File: src/logic/scsp_pkg.sv
package scsp_pkg;

  localparam int WORD_W = 24;
  localparam int SHORT_W = 16;
  localparam logic [4:0] LEN_LONG = 5'h18;
  localparam logic [4:0] LEN_SHORT = 5'h10;

  localparam int CLK_NS = 100;
  localparam int SCLK_HALF_NS = 400;
  localparam int SCLK_HALF_CYC_I = (SCLK_HALF_NS / CLK_NS < 1) ? 1 : SCLK_HALF_NS / CLK_NS;
  localparam logic [2:0] SCLK_HALF_LAST = 3'(SCLK_HALF_CYC_I - 1);

  localparam logic [23:0] CTRL_RESET = 24'h000000;
  localparam int CTRL_MODE_HI = 23;
  localparam int CTRL_MODE_LO = 21;
  localparam int CTRL_WL_BIT = 12;
  localparam logic [2:0] MODE_CAL_ZERO = 3'h6;
  localparam logic [2:0] MODE_CAL_FULL = 3'h7;

  localparam int PIN_N = 5;
  localparam int PIN_RD_FRAME = 0;
  localparam int PIN_WR_FRAME = 1;
  localparam int PIN_SEL = 2;
  localparam int PIN_SDI = 3;
  localparam int PIN_MODE = 4;
  localparam logic [4:0] PIN_IDLE = 5'h1F;

  typedef enum logic [1:0] {ST_IDLE, ST_READ, ST_WRITE} port_state_t;

  function automatic logic bits_match(input logic [4:0] a, input logic [4:0] b);
    return a == b;
  endfunction : bits_match

endpackage : scsp_pkg

File: src/logic/pin_sync_if.sv
interface pin_sync_if;
  logic [scsp_pkg::PIN_N-1:0] lvl;
  logic [scsp_pkg::PIN_N-1:0] fall;
  modport syncer (output lvl, output fall);
  modport user (input lvl, input fall);
endinterface : pin_sync_if

File: src/logic/pin_sync.sv
module pin_sync (
  input wire logic clk,
  input wire logic reset_n,
  input wire logic clk_en,
  input wire logic [scsp_pkg::PIN_N-1:0] raw,
  pin_sync_if.syncer sp
);

  logic [scsp_pkg::PIN_N-1:0] s1_r;
  logic [scsp_pkg::PIN_N-1:0] s2_r;
  logic [scsp_pkg::PIN_N-1:0] s3_r;
  logic [scsp_pkg::PIN_N-1:0] lvl_r;
  logic [scsp_pkg::PIN_N-1:0] fall_r;
  wire [scsp_pkg::PIN_N-1:0] agree = ~(s2_r ^ s3_r);
  wire [scsp_pkg::PIN_N-1:0] lvl_nxt = (s3_r & agree) | (lvl_r & ~agree);
  wire [scsp_pkg::PIN_N-1:0] fall_nxt = lvl_r & ~lvl_nxt;

  // A level counts only once the second and third stages agree.
  always_ff @(posedge clk or negedge reset_n) begin
    if (!reset_n) begin
      s1_r <= scsp_pkg::PIN_IDLE;
      s2_r <= scsp_pkg::PIN_IDLE;
      s3_r <= scsp_pkg::PIN_IDLE;
      lvl_r <= scsp_pkg::PIN_IDLE;
      fall_r <= '0;
    end else if (clk_en) begin
      s1_r <= raw;
      s2_r <= s1_r;
      s3_r <= s2_r;
      lvl_r <= lvl_nxt;
      fall_r <= fall_nxt;
    end
  end

  assign sp.lvl = lvl_r;
  assign sp.fall = fall_r;

endmodule : pin_sync

File: src/logic/self_clocked_serial_port.sv
// Overview of operation
// - Reads reach output, control and calibration registers; writes reach control and calibration.
// - Two modes exist; this port serves the master mode, slave mode leaves it idle.
// - Mode pin high makes the port generate the serial clock for all transfers.
// - Select high reads output or calibration register, select low reads control register.
// - Ready goes low when a new word loads; only updates and output reads move it.
// - Ready returns high after the last bit, 16th or 24th by word length.
// - Unread words keep being replaced; ready stays low; a read returns the newest.
// - A word arriving during an output read is dropped and not signalled.
// - Control or calibration reads neither change ready nor depend on it.
// - Read frame falling while ready is high transfers no output data.
// - Read frame falling starts the serial clock and drives the MSB at once.
// - Later bits shift out on falling clock edges; last active fall gives the LSB.
// - The falling edge after the LSB returns ready high.
// - Ready rising switches off clock and data drivers at the fall that ends the LSB.
// - Reset loads the control register with its default state.
// - Write frame falling enables the clock; bits are taken on rising edges, MSB first.
module self_clocked_serial_port (
  input wire logic clk,
  input wire logic reset_n,
  input wire logic clk_en,
  input wire logic mode_select,
  input wire logic read_frame_sync_n,
  input wire logic write_frame_sync_n,
  input wire logic register_select,
  input wire logic serial_data_line_in,
  output logic serial_data_line_out,
  output logic serial_data_line_oe,
  output logic serial_clock_out,
  output logic serial_clock_oe,
  output logic conversion_ready_n,
  input wire logic new_word,
  input wire logic [23:0] conversion_word,
  input wire logic cal_load,
  input wire logic [23:0] zero_cal_in,
  input wire logic [23:0] full_cal_in,
  output logic [23:0] control_word,
  output logic [23:0] zero_cal_word,
  output logic [23:0] full_cal_word
);

  pin_sync_if sif ();

  pin_sync u_sync (
    .clk(clk),
    .reset_n(reset_n),
    .clk_en(clk_en),
    .raw({mode_select, serial_data_line_in, register_select, write_frame_sync_n,
          read_frame_sync_n}),
    .sp(sif.syncer)
  );

  scsp_pkg::port_state_t state_r;
  scsp_pkg::port_state_t state_nxt;
  logic sclk_r;
  logic sclk_oe_r;
  logic serial_data_line_oe_r;
  logic [2:0] half_cnt_r;
  logic [4:0] bit_cnt_r;
  logic [4:0] len_r;
  logic [23:0] shift_r;
  logic is_out_r;
  logic wr_sel_r;
  logic ready_n_r;
  logic [23:0] out_word_r;
  logic [23:0] ctrl_r;
  logic [23:0] zero_cal_r;
  logic [23:0] full_cal_r;

  wire [2:0] ctrl_mode = ctrl_r[scsp_pkg::CTRL_MODE_HI:scsp_pkg::CTRL_MODE_LO];
  wire cal_zero_sel = ctrl_mode == scsp_pkg::MODE_CAL_ZERO;
  wire cal_full_sel = ctrl_mode == scsp_pkg::MODE_CAL_FULL;
  wire cal_sel = cal_zero_sel | cal_full_sel;
  wire [23:0] cal_word = cal_full_sel ? full_cal_r : zero_cal_r;
  wire [4:0] out_len = ctrl_r[scsp_pkg::CTRL_WL_BIT] ? scsp_pkg::LEN_LONG : scsp_pkg::LEN_SHORT;
  wire sel_lvl = sif.lvl[scsp_pkg::PIN_SEL];
  wire idle = state_r == scsp_pkg::ST_IDLE;
  wire reading = state_r == scsp_pkg::ST_READ;
  wire writing = state_r == scsp_pkg::ST_WRITE;

  // Slave clock mode keeps this port quiet.
  wire self_mode = sif.lvl[scsp_pkg::PIN_MODE];
  wire rd_go = idle & self_mode & sif.fall[scsp_pkg::PIN_RD_FRAME];
  wire out_access = sel_lvl & ~cal_sel;
  // No output read while ready is high; control and calibration reads still run.
  wire rd_start = rd_go & ~(out_access & ready_n_r);
  // Writes go only to control or calibration.
  wire wr_start = idle & self_mode & sif.fall[scsp_pkg::PIN_WR_FRAME] & ~rd_go;
  wire [23:0] rd_word = ~sel_lvl ? ctrl_r : (cal_sel ? cal_word : out_word_r);
  wire [4:0] rd_len = out_access ? out_len : scsp_pkg::LEN_LONG;

  wire active = ~idle;
  wire half_done = half_cnt_r == scsp_pkg::SCLK_HALF_LAST;
  wire fall_tick = active & half_done & sclk_r;
  wire frame_end = fall_tick & scsp_pkg::bits_match(bit_cnt_r, len_r);
  // Shift on falling edges until the LSB.
  wire rd_shift = reading & fall_tick & ~frame_end;
  // Sample what stood through the rising edge, MSB first.
  wire wr_sample = writing & fall_tick & (bit_cnt_r != 5'h00);
  wire [23:0] wr_word = {shift_r[22:0], sif.lvl[scsp_pkg::PIN_SDI]};
  wire wr_commit = writing & frame_end;
  wire out_busy = reading & is_out_r;
  // Ready high on the fall after the LSB.
  wire ready_rise = frame_end & reading & is_out_r;

  // Frames start only from idle and return there on the last clock fall.
  always_comb begin
    state_nxt = state_r;
    case (state_r)
      scsp_pkg::ST_IDLE: begin
        if (rd_start) begin
          state_nxt = scsp_pkg::ST_READ;
        end else if (wr_start) begin
          state_nxt = scsp_pkg::ST_WRITE;
        end
      end
      scsp_pkg::ST_READ, scsp_pkg::ST_WRITE: begin
        if (frame_end) begin
          state_nxt = scsp_pkg::ST_IDLE;
        end
      end
      default: begin
        state_nxt = scsp_pkg::ST_IDLE;
      end
    endcase
  end

  always_ff @(posedge clk or negedge reset_n) begin
    if (!reset_n) begin
      state_r <= scsp_pkg::ST_IDLE;
    end else if (clk_en) begin
      state_r <= state_nxt;
    end
  end

  // Write frame enables the clock too.
  // Frame end stops the clock driver.
  always_ff @(posedge clk or negedge reset_n) begin
    if (!reset_n) begin
      sclk_r <= 1'b1;
      sclk_oe_r <= 1'b0;
      half_cnt_r <= 3'h0;
    end else if (clk_en) begin
      if (rd_start | wr_start) begin
        sclk_r <= 1'b1;
        sclk_oe_r <= 1'b1;
        half_cnt_r <= 3'h0;
      end else if (frame_end) begin
        sclk_r <= 1'b1;
        sclk_oe_r <= 1'b0;
        half_cnt_r <= 3'h0;
      end else if (active) begin
        half_cnt_r <= half_done ? 3'h0 : half_cnt_r + 3'h1;
        sclk_r <= half_done ? ~sclk_r : sclk_r;
      end
    end
  end

  // MSB on the line at once.
  // Next bit on each falling edge.
  always_ff @(posedge clk or negedge reset_n) begin
    if (!reset_n) begin
      shift_r <= 24'h000000;
      bit_cnt_r <= 5'h00;
      len_r <= scsp_pkg::LEN_LONG;
      is_out_r <= 1'b0;
      wr_sel_r <= 1'b0;
    end else if (clk_en) begin
      if (rd_start) begin
        shift_r <= rd_word;
        bit_cnt_r <= 5'h01;
        len_r <= rd_len;
        is_out_r <= out_access;
      end else if (wr_start) begin
        shift_r <= 24'h000000;
        bit_cnt_r <= 5'h00;
        len_r <= scsp_pkg::LEN_LONG;
        is_out_r <= 1'b0;
        wr_sel_r <= sel_lvl;
      end else if (rd_shift) begin
        shift_r <= {shift_r[22:0], 1'b0};
        bit_cnt_r <= bit_cnt_r + 5'h01;
      end else if (writing & fall_tick) begin
        shift_r <= wr_sample ? wr_word : shift_r;
        bit_cnt_r <= bit_cnt_r + 5'h01;
      end
    end
  end

  // Data driver off with ready rising.
  always_ff @(posedge clk or negedge reset_n) begin
    if (!reset_n) begin
      serial_data_line_oe_r <= 1'b0;
    end else if (clk_en) begin
      serial_data_line_oe_r <= rd_start ? 1'b1 : (frame_end ? 1'b0 : serial_data_line_oe_r);
    end
  end

  always_ff @(posedge clk or negedge reset_n) begin
    if (!reset_n) begin
      ready_n_r <= 1'b1;
      out_word_r <= 24'h000000;
    end else if (clk_en) begin
      if (new_word & ~out_busy) begin
        ready_n_r <= 1'b0;
        out_word_r <= conversion_word;
      end else if (ready_rise) begin
        ready_n_r <= 1'b1;
      end
    end
  end

  // Writes land in control or calibration.
  always_ff @(posedge clk or negedge reset_n) begin
    if (!reset_n) begin
      ctrl_r <= scsp_pkg::CTRL_RESET;
      zero_cal_r <= 24'h000000;
      full_cal_r <= 24'h000000;
    end else if (clk_en) begin
      if (wr_commit & ~wr_sel_r) begin
        ctrl_r <= wr_word;
      end
      if (wr_commit & wr_sel_r & ~cal_full_sel) begin
        zero_cal_r <= wr_word;
      end else if (cal_load) begin
        zero_cal_r <= zero_cal_in;
      end
      if (wr_commit & wr_sel_r & cal_full_sel) begin
        full_cal_r <= wr_word;
      end else if (cal_load) begin
        full_cal_r <= full_cal_in;
      end
    end
  end

  assign serial_data_line_out = shift_r[23];
  assign serial_data_line_oe = serial_data_line_oe_r;
  assign serial_clock_out = sclk_r;
  assign serial_clock_oe = sclk_oe_r;
  assign conversion_ready_n = ready_n_r;
  assign control_word = ctrl_r;
  assign zero_cal_word = zero_cal_r;
  assign full_cal_word = full_cal_r;

endmodule : self_clocked_serial_port

File: config.mk
export PLATFORM = sky130hd
export DESIGN_NAME = self_clocked_serial_port
export DESIGN_NICKNAME = d
export VERILOG_FILES = /design/src/logic/scsp_pkg.sv /design/src/logic/pin_sync_if.sv /design/src/logic/pin_sync.sv /design/src/logic/self_clocked_serial_port.sv
export SDC_FILE = /design/constraint.sdc
export NUM_CORES = 1
export LEC_CHECK = 0
export ABC_CLOCK_PERIOD_IN_PS = 4800
export BUFFER_PORTS_ARGS = -buffer_cell sky130_fd_sc_hd__buf_2
export CORE_AREA = 10 10 129 131
export DETAILED_ROUTE_END_ITERATION = 10
export DIE_AREA = 0 0 139 141
export GPL_ROUTABILITY_DRIVEN = 0
export PLACE_DENSITY = 0.89
export SLEW_MARGIN = 0
export SYNTH_ARGS = -nofsm -noshare
export SYNTH_HDL_FRONTEND = slang
export SYNTH_SLANG_ARGS = --single-unit
File: constraint.sdc
create_clock -name clk -period 4.8 [get_ports clk]
set_input_delay 0.24 -clock clk [delete_from_list [all_inputs] [get_ports clk]]
set_output_delay 0.24 -clock clk [all_outputs]
set_load 0.02 [all_outputs]
==> results <==
- Using the TritonRoute via totals, the vias-per-cell ratio works out to 6.35.
- Dividing the synthesized area by the synthesized cell count gives 11.1 um2.
- Dividing total power by cell area gives a power density of 433 nW/um2.
- The unique cell type count in the Yosys netlist is 62.
- Of all nets on the critical path, the largest fanout is 52.
- The first-pass detailed-route iteration total is 6.
- Global routing finished with a remaining overflow of 0.
- The max-slew violation count came to 0.
- The clock drives 159 sinks.
- The first global-routing pass estimated 38.1 mm of wire.
- For the pin with the worst max-slew slack, the measured transition is 1160 ps.
- The number of global-route vias before repair is 6942.
- The summed area of non-filler cells in the final layout is 9700 um2.
- The gate count after technology mapping is 741.
- The initial utilization of the core area, before any placement, comes to 58.1%.
- The start-to-end type of the worst setup path is reg -> reg.
- The overall power after layout is 0.00420 W.
- The area growth from synthesis to layout is 17.5%.
- The stage delay of the slowest cell on the critical path is 870 ps.
- Yosys printed 0 warnings.
- The area used by sequential logic in the layout is 4010 um2.
- The count of endpoints failing hold in the final timing report is 0.
- Summed over all instances, the cell type with the most area after synthesis is dfrtp_1.
- Counting both buffers and inverters, the worst setup path holds a total of 1.
- The required arrival time at the worst endpoint is 5120 ps.
- Synthesis produced a netlist with a net count of 829.
- The clock tree from TritonCTS is built.
- From bottom edge to top edge, the die measures 141 um.
- The reported leakage power is 4.32 nW.
- The DRC marker count from the first detailed-route iteration is 824.
- In the final routed layout, each cell accounts on average for 22.6 um.
- The predominant post-synthesis flop cell is dfrtp_1.
- The highest clock rate is 0.285 GHz.
- Headroom to the max-slew limit came out at 22.7%.
- The DRC violation count after routing is 0.
- The maximum level of the CTS H-tree is 4.
- The placed instance area is 9100 um2.
- The synthesized netlist devotes 13.9% of its cell area to compound gates.
- Dividing the final minimum period by the clock period gives 73.1%.
- The via count of the routed design is 6754.
- Clock-pin slew was measured on the worst setup and hold paths at 60 ps.
- The count of max-cap constraint violations is 0.
- The worst setup path is launched from a register.
- The number of endpoints failing setup at the final stage is 0.
- The number of setup buffers added after CTS is 0.
- Setup repair after global routing left no endpoint under its margin.
- The share of the Yosys chip area taken by registers is 48.5%.
- The floorplan die width is 139 um.
- The master of the slowest instance on the critical path is a311o_2.
- After Yosys synthesis, full adders, half adders and majority gates account for 0.909% of the synthesized area.
- The run finished with clean final reports.
- The routed wire length is 24.0 mm.
- After synthesis the cells add up to 8260 um2.
- The smallest clock period supported by the final layout is computed as 3510 ps.
- The arrival time of the worst setup path is 3830 ps.
- Setup total negative slack on the finished layout was measured at 0 ps.
- The floorplan has 44 rows.
- After synthesis, the largest family of logic cells by area is multiplexers.
- The pin count of the biggest net entering global routing is 111.
- The maximum count of clock buffers along a single path is 2.
- After Yosys synthesis, and, or, nand and nor cells account for 13.4% of the synthesized area.
- Yosys attributes the largest share of cell area to dfrtp_1 41%, mux2_2 8.3%, mux2i_1 7.4%.
- The wire-length estimate of the detail-placed layout is 15.4 mm.
- The final net count is 955.
- The multi-input logic area is 3900 um2.
- The synthesized netlist devotes 0.197% of its cell area to XOR and XNOR gates.
- The gate family responsible for the most delay along the worst path is compound AO/OA/AOI/OAI gates.
- The worst min-delay path class is in -> reg.
- The number of enable-type register cells in the synthesized netlist is 0.
- Walking the worst path, the cells encountered are buf_4, a311o_2, o211ai_1, o22ai_4, mux2_2.
- The clock reaches the later pin of the worst-skew pair after 440 ps.
- In the synthesized netlist the async set-or-reset flop fraction comes to 100%.
- The post-synthesis register bit count is 159.
- In this run the count of I/O pins placed on the die edge is 159.
- Clock tree synthesis selected as its root buffer the cell clkbuf_16.
- The core footprint is 14200 um2.
- The worst setup path is captured at a register.
- The number of clock buffers added by TritonCTS is 17.
- The share of Yosys cell area claimed by the top area cell type is 41.2%.
- The number of antenna violations at the first check in global routing came to 0.
- The count of antenna-violating nets left after detailed routing is 0.
- The layout filler cell count is 1012.
- Across the VDD grid, the largest voltage drop is 0.298 mV.
- The number of antenna repair diodes is 0.
- The mux cell area share after synthesis is 18.6%.
- The die covers 19600 um2.
- The ratio of cells with drive above 1 in the final layout is 37.6%.
- Global routing used 23.8% of the available tracks across all layers.
- The quantity of I/O buffers inserted on ports is 158.
- The clock skew is 6.35 ps.
==> path summary, 6_finish.rpt <==
path | startpoint | to | slack [ps] | cells past startpoint
hold / removal | conversion_word[1] | out_word_r[1] | 30 | 2
hold reg to reg | u_sync.s1_r[0] | u_sync.s2_r[0] | 490 | 2
setup / recovery | register | shift_r[1] | 1290 | 5
setup reg to reg | register | shift_r[1] | 1290 | 5
min in group asynchronous | reset_n | zero_cal_word[9] | 520 | 2
max in group asynchronous | reset_n | bit_cnt_r[3] | 3080 | 3
==> cells in the final DEF, fill, tap and decap left out, types with 4 or more instances in the layout <==
cell type	n
clkbuf_16	17
mux2i_1	61
nor3_1	4
a21oi_1	48
nand3_1	27
nor4b_1	7
dfstp_2	23
o21ai_0	46
mux2_1	13
buf_2	156
ha_1	6
inv_1	27
nand2b_1	17
nand2_1	27
nand4b_1	24
dfrtp_1	135
o221a_2	23
clkinv_2	4
clkinvlp_4	4
mux2_4	6
buf_4	9
nand3b_1	16
mux2_2	61
a311oi_1	7
nor2_1	48
==> synthesized netlist by cell type, types with 3 or more instances <==
| master | number |
|---|---|
| a21oi_1 | 49 |
| a311oi_1 | 7 |
| a311oi_2 | 3 |
| a31oi_1 | 3 |
| a41oi_1 | 3 |
| buf_1 | 4 |
| buf_2 | 10 |
| buf_4 | 4 |
| clkbuf_1 | 40 |
| dfrtp_1 | 136 |
| dfstp_2 | 23 |
| ha_1 | 6 |
| inv_1 | 27 |
| mux2_1 | 13 |
| mux2_2 | 61 |
| mux2_4 | 6 |
| mux2i_1 | 61 |
| nand2_1 | 27 |
| nand2b_1 | 17 |
| nand3_1 | 28 |
| nand3b_1 | 16 |
| nand4b_1 | 24 |
| nor2_1 | 48 |
| nor3_1 | 4 |
| nor4b_1 | 7 |
| o21ai_0 | 46 |
| o221a_2 | 23 |
==> repair_timing <==
item                                   CTS  global route
hold buffers                             1             0
endpoints found under the hold margin   55             0
resized for setup                        0             0
==> through the flow <==
| step | hold slack (ps) | utilization, % | worst slack (ps) | std cells |
|---|---|---|---|---|
| final | 32.5 | 68.3 | 1290 | 1064 |
| after global routing | 29.8 | 68.3 | 1130 | 1064 |
| after global placement | 449 | 64.1 | 1500 | 1031 |
| after CTS | 29.5 | 68.3 | 1350 | 1064 |
| after detailed placement | 447 | 64.1 | 1410 | 1031 |
| after floorplan | -55.6 | - | 2560 | 741 |
==> worst reg2reg max path, stage by stage (launching register included) <==
cell and delay (ps):
dfstp_2 510, buf_4 430, a311o_2 880, o211ai_1 340, o22ai_4 800, mux2_2 440
==> registers in the layout, indices dropped and copies added (netlist names), 3 cells and up, named ones only <==
signal         flops
shift_r           24
u_sync.s3_r        5
u_sync.s2_r        5
bit_cnt_r          5
control_word      24
out_word_r        24
zero_cal_word     24
u_sync.s1_r        5
half_cnt_r         3
full_cal_word     24
==> cell families (layout without fill, tap and decap cells) <==
logic type,after synthesis,count (layout)
simple gates,186,186
fa+ha+maj,6,6
compound gates,161,161
flops,159,159
buf+inv,87,226
mux,141,141
xor+xnor,1,1
==> where the power goes <==
group          internal, W  switching (W)  total [W]  leakage [nW]
registers          0.00159       0.000188    0.00178          1.91
clock network     0.000827       0.000546    0.00137         0.279
logic             0.000441       0.000613    0.00105          2.13
total              0.00286        0.00135    0.00420          4.32
==> metal layers <==
layer	track usage (%)	vias up	wire length (um)
met1	29.2	3339	9660
met5	0	-	0
li1	-	2973	-
met4	10.8	0	864
met2	38.5	362	11600
met3	6.48	80	1900
==> cell type report <==
type                       count  share of cell area, %
timing repair buffer         167                   8.96
multi-input combinational    495                   40.2
clock buffer                  21                   4.64
clock inverter                11                   1.44
tap                          184                   2.37
inverter                      27                   1.04
sequential                   159                   41.3
Note: power is estimated with default switching activity, not from simulation.
